<file path="src/design/tcp_defs.svh">
// register offsets, field positions, reset values and timing counts
`ifndef TCP_DEFS_SVH
`define TCP_DEFS_SVH

// ----------------------------------------------------------------------
// register offsets
// ----------------------------------------------------------------------
`define TCP_ADDR_COUNT    3'h0
`define TCP_ADDR_COMPARE  3'h1
`define TCP_ADDR_CONTROL  3'h2
`define TCP_ADDR_FLAG     3'h3
`define TCP_ADDR_MASK     3'h4

// ----------------------------------------------------------------------
// field positions
// ----------------------------------------------------------------------
`define TCP_CTL_CSEL_LSB  0
`define TCP_CTL_WAVE_LSB  3
`define TCP_CTL_ACT_LSB   5
`define TCP_CTL_FORCE_BIT 7
`define TCP_FLAG_OVF_BIT  0
`define TCP_FLAG_CMP_BIT  1

// ----------------------------------------------------------------------
// count limits and reset values
// ----------------------------------------------------------------------
`define TCP_MAX           8'hff
`define TCP_BOTTOM        8'h00
`define TCP_RST_BYTE      8'h00
`define TCP_RST_PRESCALE  10'h000

// ----------------------------------------------------------------------
// prescaler taps, as bits of the free running divider
// ----------------------------------------------------------------------
`define TCP_DIV8_BITS     3
`define TCP_DIV64_BITS    6
`define TCP_DIV256_BITS   8
`define TCP_DIV1024_BITS  10

`endif

</file>
<file path="src/design/tcp_pkg.sv">
// types shared by the timer block and its clock select
package tcp_pkg;

  // ----------------------------------------------------------------------
  // plain data types
  // ----------------------------------------------------------------------
  typedef logic [7:0] tcp_byte_t;   // one register byte
  typedef logic [2:0] tcp_addr_t;   // register index

  // ----------------------------------------------------------------------
  // waveform modes
  // ----------------------------------------------------------------------
  typedef enum logic [1:0] {
    TCP_WAVE_NORMAL = 2'b00,
    TCP_WAVE_PHASE  = 2'b01,
    TCP_WAVE_CTC    = 2'b10,
    TCP_WAVE_FAST   = 2'b11
  } tcp_wave_e;

  // ----------------------------------------------------------------------
  // tick sources
  // ----------------------------------------------------------------------
  typedef enum logic [2:0] {
    TCP_CSEL_STOP    = 3'b000,
    TCP_CSEL_DIV1    = 3'b001,
    TCP_CSEL_DIV8    = 3'b010,
    TCP_CSEL_DIV64   = 3'b011,
    TCP_CSEL_DIV256  = 3'b100,
    TCP_CSEL_DIV1024 = 3'b101,
    TCP_CSEL_FALL    = 3'b110,
    TCP_CSEL_RISE    = 3'b111
  } tcp_csel_e;

endpackage

</file>
<file path="src/design/tcp_clock_select.sv">
// tick source: prescaler taps or synchronised external count edges
`timescale 1ns/1ns
`include "tcp_defs.svh"
module tcp_clock_select #(
  parameter int PRESCALE_WIDTH = 10  // divider length in bits
) (
  input  wire logic              mclk,
  input  wire logic              rst,
  input  wire tcp_pkg::tcp_csel_e clock_source_select,
  input  wire logic              ext_pin,
  output logic                   timer_tick
);
  import tcp_pkg::*;

  // ----------------------------------------------------------------------
  // elaboration check
  // ----------------------------------------------------------------------
  if (PRESCALE_WIDTH != 10) begin : g_chk
    $error("prescaler must be ten bits wide for the documented taps");
  end

  // ----------------------------------------------------------------------
  // state
  // ----------------------------------------------------------------------
  typedef struct packed {
    logic [9:0] pre;    // free running divider
    logic       sync1;  // first synchroniser stage
    logic       sync2;  // second synchroniser stage
    logic       last;   // previous synchronised level
    logic       tick;   // registered tick
  } tcp_csel_s;

  tcp_csel_s st_reg;    // registered state
  tcp_csel_s st_next;   // next state

  // true when the low bits of the divider are all ones
  function automatic logic tap(input logic [9:0] pre, input int bits);
    logic [9:0] m;
    m = 10'((11'h1 << bits) - 11'h1);
    return (pre & m) == m;
  endfunction

  // ----------------------------------------------------------------------
  // next state; the divider runs freely, so a new select takes effect
  // at the next tap rather than restarting the division
  // ----------------------------------------------------------------------
  always_comb begin
    st_next       = st_reg;
    st_next.pre   = st_reg.pre + 10'h001;
    st_next.sync1 = ext_pin;
    st_next.sync2 = st_reg.sync1;
    st_next.last  = st_reg.sync2;
    unique case (clock_source_select)
      TCP_CSEL_STOP:    st_next.tick = 1'b0;
      TCP_CSEL_DIV1:    st_next.tick = 1'b1;
      TCP_CSEL_DIV8:    st_next.tick = tap(st_reg.pre, `TCP_DIV8_BITS);
      TCP_CSEL_DIV64:   st_next.tick = tap(st_reg.pre, `TCP_DIV64_BITS);
      TCP_CSEL_DIV256:  st_next.tick = tap(st_reg.pre, `TCP_DIV256_BITS);
      TCP_CSEL_DIV1024: st_next.tick = tap(st_reg.pre, `TCP_DIV1024_BITS);
      TCP_CSEL_FALL:    st_next.tick = st_reg.last & ~st_reg.sync2;
      TCP_CSEL_RISE:    st_next.tick = ~st_reg.last & st_reg.sync2;
    endcase
  end

  // ----------------------------------------------------------------------
  // registers
  // ----------------------------------------------------------------------
  always_ff @(posedge mclk) begin
    if (rst) begin
      st_reg <= '{pre: `TCP_RST_PRESCALE, default: 1'b0};
    end else begin
      st_reg <= st_next;
    end
  end

  assign timer_tick = st_reg.tick;

endmodule // tcp_clock_select

</file>
<file path="src/design/tcp_timer.sv">
// eight bit timer with one compare channel and waveform generator
`timescale 1ns/1ns
`include "tcp_defs.svh"

// Summary of operation
// - count and compare are CPU readable bytes
// - tick from prescaler or external pin edge
// - select zero stops ticks, count frozen
// - detect bottom 0x00 and maximum 0xFF
// - top is 0xFF or compare by mode
// - each tick clears, increments or decrements count
// - count accessible with or without ticks
// - CPU count write beats clear or count
// - equal values match, flag on tick
// - compare irq needs flag, enable, global
// - writing one clears flag, zero ignored
// - overflow flag per mode, raises interrupt
// - compare double buffered only in PWM
// - compare writes go to buffer when buffered
// - force strobe drives output outside PWM modes, no flag
// - count write blocks next tick's match
// - output formed from match, max, bottom
// - output kept across mode changes
// - output action applies at once
// - normal mode wraps, overflow at zero
// - clear-on-match mode clears at compare
// - fast PWM single slope, set/clear output
// - action zero leaves output alone
module tcp_timer #(
  parameter int PRESCALE_WIDTH = 10  // prescaler length in bits
) (
  input  wire logic             MCLK,
  input  wire logic             RST,
  input  wire tcp_pkg::tcp_addr_t ADDR,
  input  wire tcp_pkg::tcp_byte_t WDATA,
  input  wire logic             WR,
  input  wire logic             RD,
  output tcp_pkg::tcp_byte_t    RDATA,
  input  wire logic             EXT_COUNT_INPUT,
  input  wire logic             GLOBAL_IRQ_EN,
  input  wire logic             CMP_IRQ_ACK,
  input  wire logic             OVF_IRQ_ACK,
  output logic                  CMP_IRQ,
  output logic                  OVF_IRQ,
  output logic                  COMPARE_OUTPUT
);
  import tcp_pkg::*;

  // ----------------------------------------------------------------------
  // elaboration check
  // ----------------------------------------------------------------------
  if (PRESCALE_WIDTH != 10) begin : g_chk
    $error("prescaler must be ten bits wide");
  end

  // ----------------------------------------------------------------------
  // state of the whole block
  // ----------------------------------------------------------------------
  typedef struct packed {
    tcp_byte_t count;      // timer_count
    tcp_byte_t cmp_active; // compare value seen by the comparator
    tcp_byte_t cmp_buffer; // compare value as written by software
    tcp_csel_e csel;       // clock_source_select
    tcp_wave_e wave;       // waveform_mode_select
    logic [1:0] action;    // compare_output_action
    logic      dir_down;   // phase PWM currently counting down
    logic      block;      // next tick's match is suppressed
    logic      flag_ovf;   // overflow_flag
    logic      flag_cmp;   // compare_match_flag
    logic      mask_ovf;   // overflow irq enable
    logic      mask_cmp;   // compare_irq_enable
    logic      out;        // compare_output state
    logic      irq_cmp;    // registered compare request
    logic      irq_ovf;    // registered overflow request
    tcp_byte_t rdata;      // read data for the cycle after a read
  } tcp_state_s;

  tcp_state_s st_reg;      // registered state
  tcp_state_s st_next;     // next state

  // ----------------------------------------------------------------------
  // decoded helper signals
  // ----------------------------------------------------------------------
  logic      tick;         // timer_tick from clock select
  logic      pwm;          // a PWM mode is active
  logic      at_max;       // count is 0xff
  logic      at_bottom;    // count is 0x00
  tcp_byte_t top;          // highest value of the sequence
  logic      match;        // unblocked compare match on this tick
  logic      set_ovf;      // overflow event on this tick
  logic      wr_count;     // CPU writes the count
  logic      wr_cmp;       // CPU writes the compare value
  logic      wr_ctl;       // CPU writes the control byte
  logic      wr_flag;      // CPU writes the flag byte
  logic      wr_mask;      // CPU writes the mask byte
  tcp_wave_e new_wave;     // mode carried by a control write

  // ----------------------------------------------------------------------
  // tick source
  // ----------------------------------------------------------------------
  tcp_clock_select #(
    .PRESCALE_WIDTH (PRESCALE_WIDTH)
  ) u_csel (
    .mclk                (MCLK),
    .rst                 (RST),
    .clock_source_select (st_reg.csel),
    .ext_pin             (EXT_COUNT_INPUT),
    .timer_tick          (tick)
  );

  // ----------------------------------------------------------------------
  // functions
  // ----------------------------------------------------------------------

  // non-PWM match action: keep, toggle, clear or set
  function automatic logic act_plain(input logic cur,
                                     input logic [1:0] action);
    logic r;
    unique case (action)
      2'b00:   r = cur;
      2'b01:   r = ~cur;
      2'b10:   r = 1'b0;
      2'b11:   r = 1'b1;
    endcase
    return r;
  endfunction

  // PWM level for an event; the value 1 is reserved and acts as 0
  function automatic logic act_pwm(input logic cur,
                                   input logic [1:0] action,
                                   input logic level);
    logic r;
    unique case (action)
      2'b10:   r = level;
      2'b11:   r = ~level;
      default: r = cur;
    endcase
    return r;
  endfunction

  // ----------------------------------------------------------------------
  // decode of the bus and of the count
  // ----------------------------------------------------------------------
  always_comb begin
    wr_count  = WR && (ADDR == `TCP_ADDR_COUNT);
    wr_cmp    = WR && (ADDR == `TCP_ADDR_COMPARE);
    wr_ctl    = WR && (ADDR == `TCP_ADDR_CONTROL);
    wr_flag   = WR && (ADDR == `TCP_ADDR_FLAG);
    wr_mask   = WR && (ADDR == `TCP_ADDR_MASK);
    new_wave  = tcp_wave_e'(WDATA[`TCP_CTL_WAVE_LSB +: 2]);
    pwm       = (st_reg.wave == TCP_WAVE_PHASE) ||
                (st_reg.wave == TCP_WAVE_FAST);
    at_max    = (st_reg.count == `TCP_MAX);
    at_bottom = (st_reg.count == `TCP_BOTTOM);
    // only clear-on-match takes its top from the compare value
    top       = (st_reg.wave == TCP_WAVE_CTC) ?
                st_reg.cmp_active : `TCP_MAX;
    // the comparator is always on; its result only counts on a tick
    match     = tick && !st_reg.block &&
                (st_reg.count == st_reg.cmp_active);
  end

  // ----------------------------------------------------------------------
  // next state
  // ----------------------------------------------------------------------
  always_comb begin
    st_next = st_reg;
    set_ovf = 1'b0;

    // ---- counting, on timer ticks only ----
    if (tick) begin
      // the blocking window lasts exactly one tick
      st_next.block = 1'b0;
      unique case (st_reg.wave)
        TCP_WAVE_NORMAL: begin
          // plain up count, wraps from max to bottom
          st_next.count    = st_reg.count + 8'h01;
          st_next.dir_down = 1'b0;
          set_ovf          = at_max;
        end
        TCP_WAVE_CTC: begin
          // clears on the match that reaches top
          if (match && (st_reg.count == top)) begin
            st_next.count = `TCP_BOTTOM;
          end else begin
            st_next.count = st_reg.count + 8'h01;
          end
          st_next.dir_down = 1'b0;
          set_ovf          = at_max;
        end
        TCP_WAVE_FAST: begin
          // single slope; the wrap from max is the bottom event
          st_next.count    = st_reg.count + 8'h01;
          st_next.dir_down = 1'b0;
          set_ovf          = at_max;
          if (at_max) begin
            st_next.cmp_active = st_reg.cmp_buffer;
          end
        end
        TCP_WAVE_PHASE: begin
          // dual slope; turns at max and at bottom
          if (!st_reg.dir_down) begin
            if (at_max) begin
              st_next.dir_down   = 1'b1;
              st_next.count      = st_reg.count - 8'h01;
              st_next.cmp_active = st_reg.cmp_buffer;
            end else begin
              st_next.count = st_reg.count + 8'h01;
            end
          end else begin
            if (at_bottom) begin
              st_next.dir_down = 1'b0;
              st_next.count    = st_reg.count + 8'h01;
              set_ovf          = 1'b1;
            end else begin
              st_next.count = st_reg.count - 8'h01;
            end
          end
        end
      endcase
    end

    // ---- waveform generator; action bits used as they stand ----
    unique case (st_reg.wave)
      TCP_WAVE_NORMAL, TCP_WAVE_CTC: begin
        if (match) begin
          st_next.out = act_plain(st_reg.out, st_reg.action);
        end
      end
      TCP_WAVE_FAST: begin
        // match clears in non-inverting use, bottom sets again;
        // bottom is applied last, so it wins when compare is max
        if (match) begin
          st_next.out = act_pwm(st_reg.out, st_reg.action, 1'b0);
        end
        if (tick && at_max) begin
          st_next.out = act_pwm(st_reg.out, st_reg.action, 1'b1);
        end
      end
      TCP_WAVE_PHASE: begin
        // clear on the up slope, set on the down slope
        if (match) begin
          st_next.out = act_pwm(st_reg.out, st_reg.action,
                                st_reg.dir_down);
        end
      end
    endcase

    // ---- software writes ----
    if (wr_count) begin
      // a write overrides any count or clear of the same cycle
      st_next.count = WDATA;
      st_next.block = 1'b1;
    end
    if (wr_cmp) begin
      st_next.cmp_buffer = WDATA;
      if (!pwm) begin
        // buffering bypassed outside the PWM modes
        st_next.cmp_active = WDATA;
      end
    end
    if (wr_ctl) begin
      // the output state is left as it is on a mode change
      st_next.csel   = tcp_csel_e'(WDATA[`TCP_CTL_CSEL_LSB +: 3]);
      st_next.wave   = new_wave;
      st_next.action = WDATA[`TCP_CTL_ACT_LSB +: 2];
      // force acts only when the written mode is a non-PWM one
      if (WDATA[`TCP_CTL_FORCE_BIT] &&
          (new_wave == TCP_WAVE_NORMAL || new_wave == TCP_WAVE_CTC)) begin
        st_next.out = act_plain(st_reg.out,
                                WDATA[`TCP_CTL_ACT_LSB +: 2]);
      end
      // leaving phase PWM must not leave the direction stuck down
      if (new_wave != TCP_WAVE_PHASE) begin
        st_next.dir_down = 1'b0;
      end
    end
    if (wr_mask) begin
      st_next.mask_ovf = WDATA[`TCP_FLAG_OVF_BIT];
      st_next.mask_cmp = WDATA[`TCP_FLAG_CMP_BIT];
    end

    // ---- flags: a set in the same cycle beats any clear ----
    st_next.flag_cmp = (st_reg.flag_cmp
                        & ~(wr_flag & WDATA[`TCP_FLAG_CMP_BIT])
                        & ~CMP_IRQ_ACK)
                       | match;
    st_next.flag_ovf = (st_reg.flag_ovf
                        & ~(wr_flag & WDATA[`TCP_FLAG_OVF_BIT])
                        & ~OVF_IRQ_ACK)
                       | set_ovf;

    // ---- interrupt requests ----
    st_next.irq_cmp = st_next.flag_cmp & st_next.mask_cmp
                      & GLOBAL_IRQ_EN;
    st_next.irq_ovf = st_next.flag_ovf & st_next.mask_ovf
                      & GLOBAL_IRQ_EN;

    // ---- read data, valid only in the cycle after the strobe ----
    st_next.rdata = 8'h00;
    if (RD) begin
      unique case (ADDR)
        `TCP_ADDR_COUNT:   st_next.rdata = st_reg.count;
        // while buffered the buffer is what software sees
        `TCP_ADDR_COMPARE: st_next.rdata = st_reg.cmp_buffer;
        `TCP_ADDR_CONTROL: st_next.rdata = {1'b0, st_reg.action,
                                            st_reg.wave, st_reg.csel};
        `TCP_ADDR_FLAG:    st_next.rdata = {6'h00, st_reg.flag_cmp,
                                            st_reg.flag_ovf};
        `TCP_ADDR_MASK:    st_next.rdata = {6'h00, st_reg.mask_cmp,
                                            st_reg.mask_ovf};
        default:           st_next.rdata = 8'h00;
      endcase
    end
  end

  // ----------------------------------------------------------------------
  // registers
  // ----------------------------------------------------------------------
  always_ff @(posedge MCLK) begin
    if (RST) begin
      st_reg <= '{count:      `TCP_RST_BYTE,
                  cmp_active: `TCP_RST_BYTE,
                  cmp_buffer: `TCP_RST_BYTE,
                  csel:       TCP_CSEL_STOP,
                  wave:       TCP_WAVE_NORMAL,
                  rdata:      `TCP_RST_BYTE,
                  default:    1'b0};
    end else begin
      st_reg <= st_next;
    end
  end

  // ----------------------------------------------------------------------
  // outputs, all straight from flip-flops
  // ----------------------------------------------------------------------
  assign RDATA          = st_reg.rdata;
  assign CMP_IRQ        = st_reg.irq_cmp;
  assign OVF_IRQ        = st_reg.irq_ovf;
  assign COMPARE_OUTPUT = st_reg.out;

endmodule // tcp_timer

</file>
<file path="config.mk">
export PLATFORM = sky130hd
export DESIGN_NAME = tcp_timer
export DESIGN_NICKNAME = d
export VERILOG_FILES = /design/src/design/tcp_pkg.sv /design/src/design/tcp_clock_select.sv /design/src/design/tcp_timer.sv
export VERILOG_INCLUDE_DIRS = /design/src /design/src/design
export SDC_FILE = /design/constraint.sdc
export NUM_CORES = 1
export LEC_CHECK = 0
export BUFFER_PORTS_ARGS = -buffer_cell sky130_fd_sc_hd__buf_2
export CAP_MARGIN = 20
export CORE_MARGIN = 2
export CORE_UTILIZATION = 53
export DETAILED_ROUTE_END_ITERATION = 16
export PLACE_DENSITY = 0.7
export SYNTH_ARGS = -nofsm -noshare
export SYNTH_HDL_FRONTEND = slang
export SYNTH_SLANG_ARGS = --single-unit
</file>
<file path="constraint.sdc">
create_clock -name MCLK -period 2.63 [get_ports MCLK]
set_clock_uncertainty 0.05 [all_clocks]
set_input_delay 0.263 -clock MCLK [delete_from_list [all_inputs] [get_ports MCLK]]
set_output_delay 0.263 -clock MCLK [all_outputs]
set_load 0.005 [all_outputs]
</file>
## Yosys cells after proc, flatten, opt, wreduce, memory -nomap -nowiden

Index checks and enable logic that the tools add are counted.

| word-level totals | value |
|---|---|
| flip-flop bits (word level) | 62 |
| latch bits | 0 |
| memory bits (writable) | 0 |
| ROM bits | 0 |
| input bits | 19 |
| output and inout bits | 11 |
| logic and storage cells | 142 |
| memories kept | 0 |

| cells by class | value |
|---|---|
| add/subtract/negate cells | 3 |
| $mul | 0 |
| divide/modulo/power cells | 0 |
| $lt $le $gt $ge | 0 |
| equal/unequal tests | 30 |
| shift operators | 0 |
| mux-type cells | 40 |
| bitwise logic cells | 23 |
| reduce and logical (&&, ||, !) cells | 25 |

Operator list:

| operator | count |
|---|---|
| two-way mux 8 bit | 9 |
| case mux 8 bit (5 select lines) | 1 |
| two-way mux 16 bit | 2 |
| case mux 8 bit (3 select lines) | 1 |
| == test 3 bit, second input constant | 6 |
| == test 8 bit | 2 |
| == test 8 bit, second input constant | 2 |
| case mux 8 bit (2 select lines) | 1 |
| two-way mux 1 bit | 15 |
| == test 2 bit, second input constant | 7 |
| AND 1 bit | 12 |
| == test 3 x 2 -> 1 bit, second input constant | 4 |
| adder 10 x 1 -> 10 bit, second input constant | 1 |
| == test 10 bit, second input constant | 1 |
| logical AND 1 bit | 10 |
| case mux 1 bit (2 select lines) | 5 |
| NOT 1 bit | 9 |
| adder 8 x 1 -> 8 bit, second input constant | 1 |
| zero test 2 bit | 4 |
| zero test 8 bit | 1 |
| case mux 1 bit (8 select lines) | 1 |
| subtractor 8 x 1 -> 8 bit, second input constant | 1 |
| == test 2 x 1 -> 1 bit, second input constant | 3 |
| == test 3 x 1 -> 1 bit, second input constant | 2 |
| other kinds (13) | 20 |

## Depth between registers and ports, before layout

| depth | value |
|---|---|
| depth after elaboration | 9 |
| gate-level depth with buffers | 9 |
| gate-level depth less buffers | 8 |

## Modules after synthesis

A second synthesis with hierarchy kept.

| unflattened totals | value |
|---|---|
| cell total of the unflattened synthesis | 444 |
| area total of the unflattened synthesis | 3590.9 µm² |

By module, submodules not included:

| module | instances | cells each | area an instance (µm²) | seq. area each (µm²) |
|---|---|---|---|---|
| tcp_timer | 1 | 383 | 3002.9 | 960.9 |
| tcp_clock_select | 1 | 61 | 588.1 | 280.3 |

## Least setup slack after synthesis

OpenSTA, ideal clock, no wires.

| timing path | value |
|---|---|
| path type | register -> register |
| start | reg st_reg[41] (netlist name) |
| end | reg st_reg[46] (netlist name) |
| arrival time | 1741 ps |
| data required time | 2449 ps |
| slack | 708 ps |
| cell stages (with the launch flop) | 8 |
| buffers on the path | 0 |
| period minus slack after synthesis | 1922 ps |
| cells stage by stage | dfxtp_1 -> ha_1 -> and4_4 -> a31o_2 -> a21oi_4 -> mux2i_1 -> a2bb2oi_1 -> o22ai_1 |

| between the ends | value |
|---|---|
| word-level cells in the longest chain between the ends | 7 |
| elaborated cells on any way between the ends | 15 |
| classes of those cells | add/sub (2); eq/ne (3); mux (7); reduce/logical (3) |

Ends and longest elaborated chain:

| element | line | RTL |
|---|---|---|
| start: declaration | tcp_timer.sv:78 | `tcp_state_s st_reg;` |
| start signal: assignment | tcp_timer.sv:322 | `` st_reg <= '{count: `TCP_RST_BYTE, `` |
| start signal: assignment | tcp_timer.sv:330 | `st_reg <= st_next;` |
| branches (longest 4 deep; another with adder 8 x 1 -> 8 bit) | -- |  |
| case mux 8 bit (3 select lines) * | tcp_timer.sv:174 | `unique case (st_reg.wave)` |
| two-way mux 16 bit * | tcp_timer.sv:171 | `if (tick) begin` |
| two-way mux 8 bit * | tcp_timer.sv:250 | `if (wr_count) begin` |

Mark *: on every way between the ends. The select of a mux whose other input is x is not followed.
A chain may end at the register's enable or synchronous reset.

## Worst setup path after layout

| timing path | value |
|---|---|
| start | reg st_reg[40] (netlist name) |
| end | reg st_reg[33] (netlist name) |

| between the ends | value |
|---|---|
| word-level cells in the longest chain between the ends | 7 |

Ends and longest elaborated chain:

| element | line | RTL |
|---|---|---|
| == test 8 bit (no line) * | -- |  |
| two-way mux 8 bit * | tcp_timer.sv:196, tcp_timer.sv:203 |  |
| two-way mux 8 bit | tcp_timer.sv:202 | `if (!st_reg.dir_down) begin` |
| case mux 8 bit (2 select lines) * | tcp_timer.sv:174 |  |
| two-way mux 16 bit * | tcp_timer.sv:171 |  |
| two-way mux 8 bit | tcp_timer.sv:257 | `if (!pwm) begin` |
| two-way mux 16 bit * | tcp_timer.sv:255 | `if (wr_cmp) begin` |

Every way passes the cells marked *; elsewhere a longest branch is shown, timed or not. The select of a mux whose other input is x is not followed.

==> out/metrics.yaml <==
cp_num_buf_inv: 0
portBuffers: 29
cp.arrival_ns: 2.38
dr.pass1.iters: 6
synthSimpleGateAreaFrac: 0.2613
rsz0062_at_grt: "false"
dp_cells: 500
die_width_um: 85.32
async_reset_ff_frac: 0
drtIter0Drc: 194
die_area_um2: 7279
wl_mm: 8.925
power.total_mw: 2.040
fin_tns_setup_ns: 0
io_pins: 30
synth_warnings: 0
cp-end-kind: "flop"
synth_nets: 440
clk_latency_ns: 0.34
min_from: "EXT_COUNT_INPUT"
path_max_fanout: 9
post_synth_num_cell_types: 60
gr-total-overflow: 0
layout.nets: 462
cts_sinks: 62
instances_no_fill: 516
post_cts_buffers: 0
route.vias.total: 3109
synthesis.area_um2: 3505
rr_worst_depth: 6
wire_per_inst_um: 17.30
synth_top_area_share: 0.3542
htreeDepth: 3
gp_congestion: 0.9487
hold_viol: 0
remaining_drc_errors: 0
holdPathEnd: "u_csel.st_next[2]$_SDFF_PP0_"
status: "finished clean"
cts_tree: "yes"
synth_compound_area_frac: 0.1571
cts_repair_resize_count: 0
setup_violations: 0
max_stage_delay_ns: 0.54
grt_use_total: 0.2628
yosys.area.top_type: "dfxtp_1"
holdPathStages: 2
row_count: 29
via_per_inst: 6.025
critical_path.top_delay_family: "compound AO/OA/AOI/OAI gates"
crit_required_ns: 2.78
cap_violations: 0
synth.area.mux_share: 0.06283
path_depth: 6
fmax_mhz: 448.2
slew_headroom: 0.6012
path_class: "flop to flop"
post-route-min-period_ns: 2.231
clockBufferDepth: 2
cts.hold.buffers_added: 0
die_y_um: 85.32
hold_class: "input port to flop"
grt_pass1_wl_mm: 14.92
powerDensity_nw_per_um2: 525.5
synth_top_family_by_area: "simple AND/OR/NAND/NOR gates"
synth_cells: 412
rr_endpoint: "st_reg[33]$_SDFF_PP0_"
critPathSlowestCell: "dfxtp_1"
detail-route-antenna-nets: 0
p_leak_nw: 1.543
place_hpwl_mm: 6.523
antennaDiodeCount: 0
avgSynthCellArea_um2: 8.506
synth_area_leaders: "dfxtp_1 (35%), nor2_1 (5.8%), a21oi_1 (5.0%)"
tightest_slew_ns: 0.5942
synth-seq-cells: 62
crit_chain: "ha_1 -> and4_4 -> and3_1 -> o21ai_1 -> a221oi_1 -> nor3_1"
reg2reg_slack_ns: 0.40
clk_pin_slew_ns: 0.07
grt_max_degree: 26
post_synth_xor_area_fraction: 0.06998
final_layout_size_suffix_gt1_frac: 0.1686
antenna_found_initial: 0
grt_pass1_vias: 3024
syn_to_final_growth_pct: 10.75
synth_ff_type: "dfxtp_1"
r2r-start: "st_reg[40]$_SDFFE_PP0P_"
worst_setup_path_start_kind: "flop"
layout_worst_path_cycle_share: 0.8483
ir_worst_vdd_v: 0.0004593
largest_register_ffs: 37
cts_root_buf: "clkbuf_8"
synth_fa_ha_area_frac: 0.03213
ys_seq_area_frac: 0.3542
cts_buffers: 9
core_area_um2: 6386
initial_core_util: 0.5488
synth_edf_count: 0
maxSlewViolCount: 0
[power breakdown]
| group | internal [mW] | leakage, nW | switching [mW] |
|---|---|---|---|
| combinational | 0.0848 | 0.941 | 0.110 |
| sequential | 0.959 | 0.502 | 0.0250 |
| clock | 0.489 | 0.0996 | 0.372 |
[stage by stage]
step | instance area [um2] | hold WS [ns] | setup slack (ns) | util
3_5_place_dp | 3680 | 0.3997 | 0.4648 | 0.5762
2_1_floorplan | 3505 | 0.3268 | 0.7081 | -
5_1_grt | 3881 | 0.07655 | 0.2132 | 0.6078
3_3_place_gp | 3680 | 0.3758 | 0.5429 | 0.5762
4_1_cts | 3881 | 0.06730 | 0.4196 | 0.6078
6_report | 3881 | 0.07827 | 0.3990 | 0.6078
[how the worst max path moves through the flow]
stage,start,end,slack (ns)
floorplan,st_reg[41]$_SDFFE_PP0P_,st_reg[46]$_SDFFE_PP0P_,0.71
global placement,st_reg[40]$_SDFFE_PP0P_,st_reg[47]$_SDFFE_PP0P_,0.54
detailed placement,st_reg[40]$_SDFFE_PP0P_,st_reg[47]$_SDFFE_PP0P_,0.46
CTS,st_reg[40]$_SDFFE_PP0P_,st_reg[33]$_SDFF_PP0_,0.42
global route,st_reg[40]$_SDFFE_PP0P_,st_reg[33]$_SDFF_PP0_,0.21
finish,st_reg[40]$_SDFFE_PP0P_,st_reg[33]$_SDFF_PP0_,0.40
[per-layer routing]
layer  wire (um)  part of all wire  GRT usage
met1        3791              0.42     0.3202
met2        4293              0.48     0.4389
met3         536             0.060    0.06420
met4         303             0.034     0.1169
met5           0                 0          0
[cells in the final DEF (no fill, tap or decap), drive strengths merged, types with 11 or more instances in the layout]
cell type / synthesis / final
a21oi: 36 / 36
mux2i: 16 / 16
nor2b: 11 / 11
buf: 19 / 45
nand3: 11 / 11
dfxtp: 62 / 62
nand2: 31 / 31
xnor2: 12 / 12
clkbuf: 15 / 13
nor3: 21 / 21
xor2: 16 / 16
nor2: 54 / 54
[kinds of logic (layout without fill, tap and decap cells)]
logic type / after synthesis / count (layout)
AO/OA/AOI/OAI: 81 / 81
XOR/XNOR: 28 / 28
adder cells (fa/ha/maj): 9 / 9
buffers and inverters: 41 / 68
flip-flops: 62 / 62
multiplexers: 19 / 19
AND/OR/NAND/NOR: 172 / 172
[area by class of cell]
cell class | count | area [um2]
inverters | 7 | 26.28
multi-input cells | 309 | 2051
clock inverters | 3 | 42.54
fillers | 590 | 2505
repair buffers | 45 | 265.3
clock buffers | 13 | 158.9
flip-flops and latches | 62 | 1241
well taps | 77 | 96.34
[worst reg2reg max path: stages, from the launching register on]
cell      delay, ns
dfxtp_1        0.54
ha_1           0.28
and4_4         0.27
and3_1         0.23
o21ai_1        0.24
a221oi_1       0.39
nor3_1         0.10
[synthesized netlist by cell type (3+ instances only)]
master     n
a21oi_1   35
a221oi_1   9
a31oi_1    4
and3_1     5
buf_2      7
buf_4      9
buf_6      3
clkbuf_1  15
dfxtp_1   62
ha_1       9
inv_1      7
mux2i_1   16
nand2_1   31
nand2b_1   8
nand3_1   11
nand3b_1   3
nor2_1    54
nor2b_1   11
nor3_1    19
nor3b_1    9
o21a_1     3
o21ai_0    4
o22ai_1    5
or3_1      3
xnor2_1   12
xor2_1    16
(Power assumes the default switching activity.)
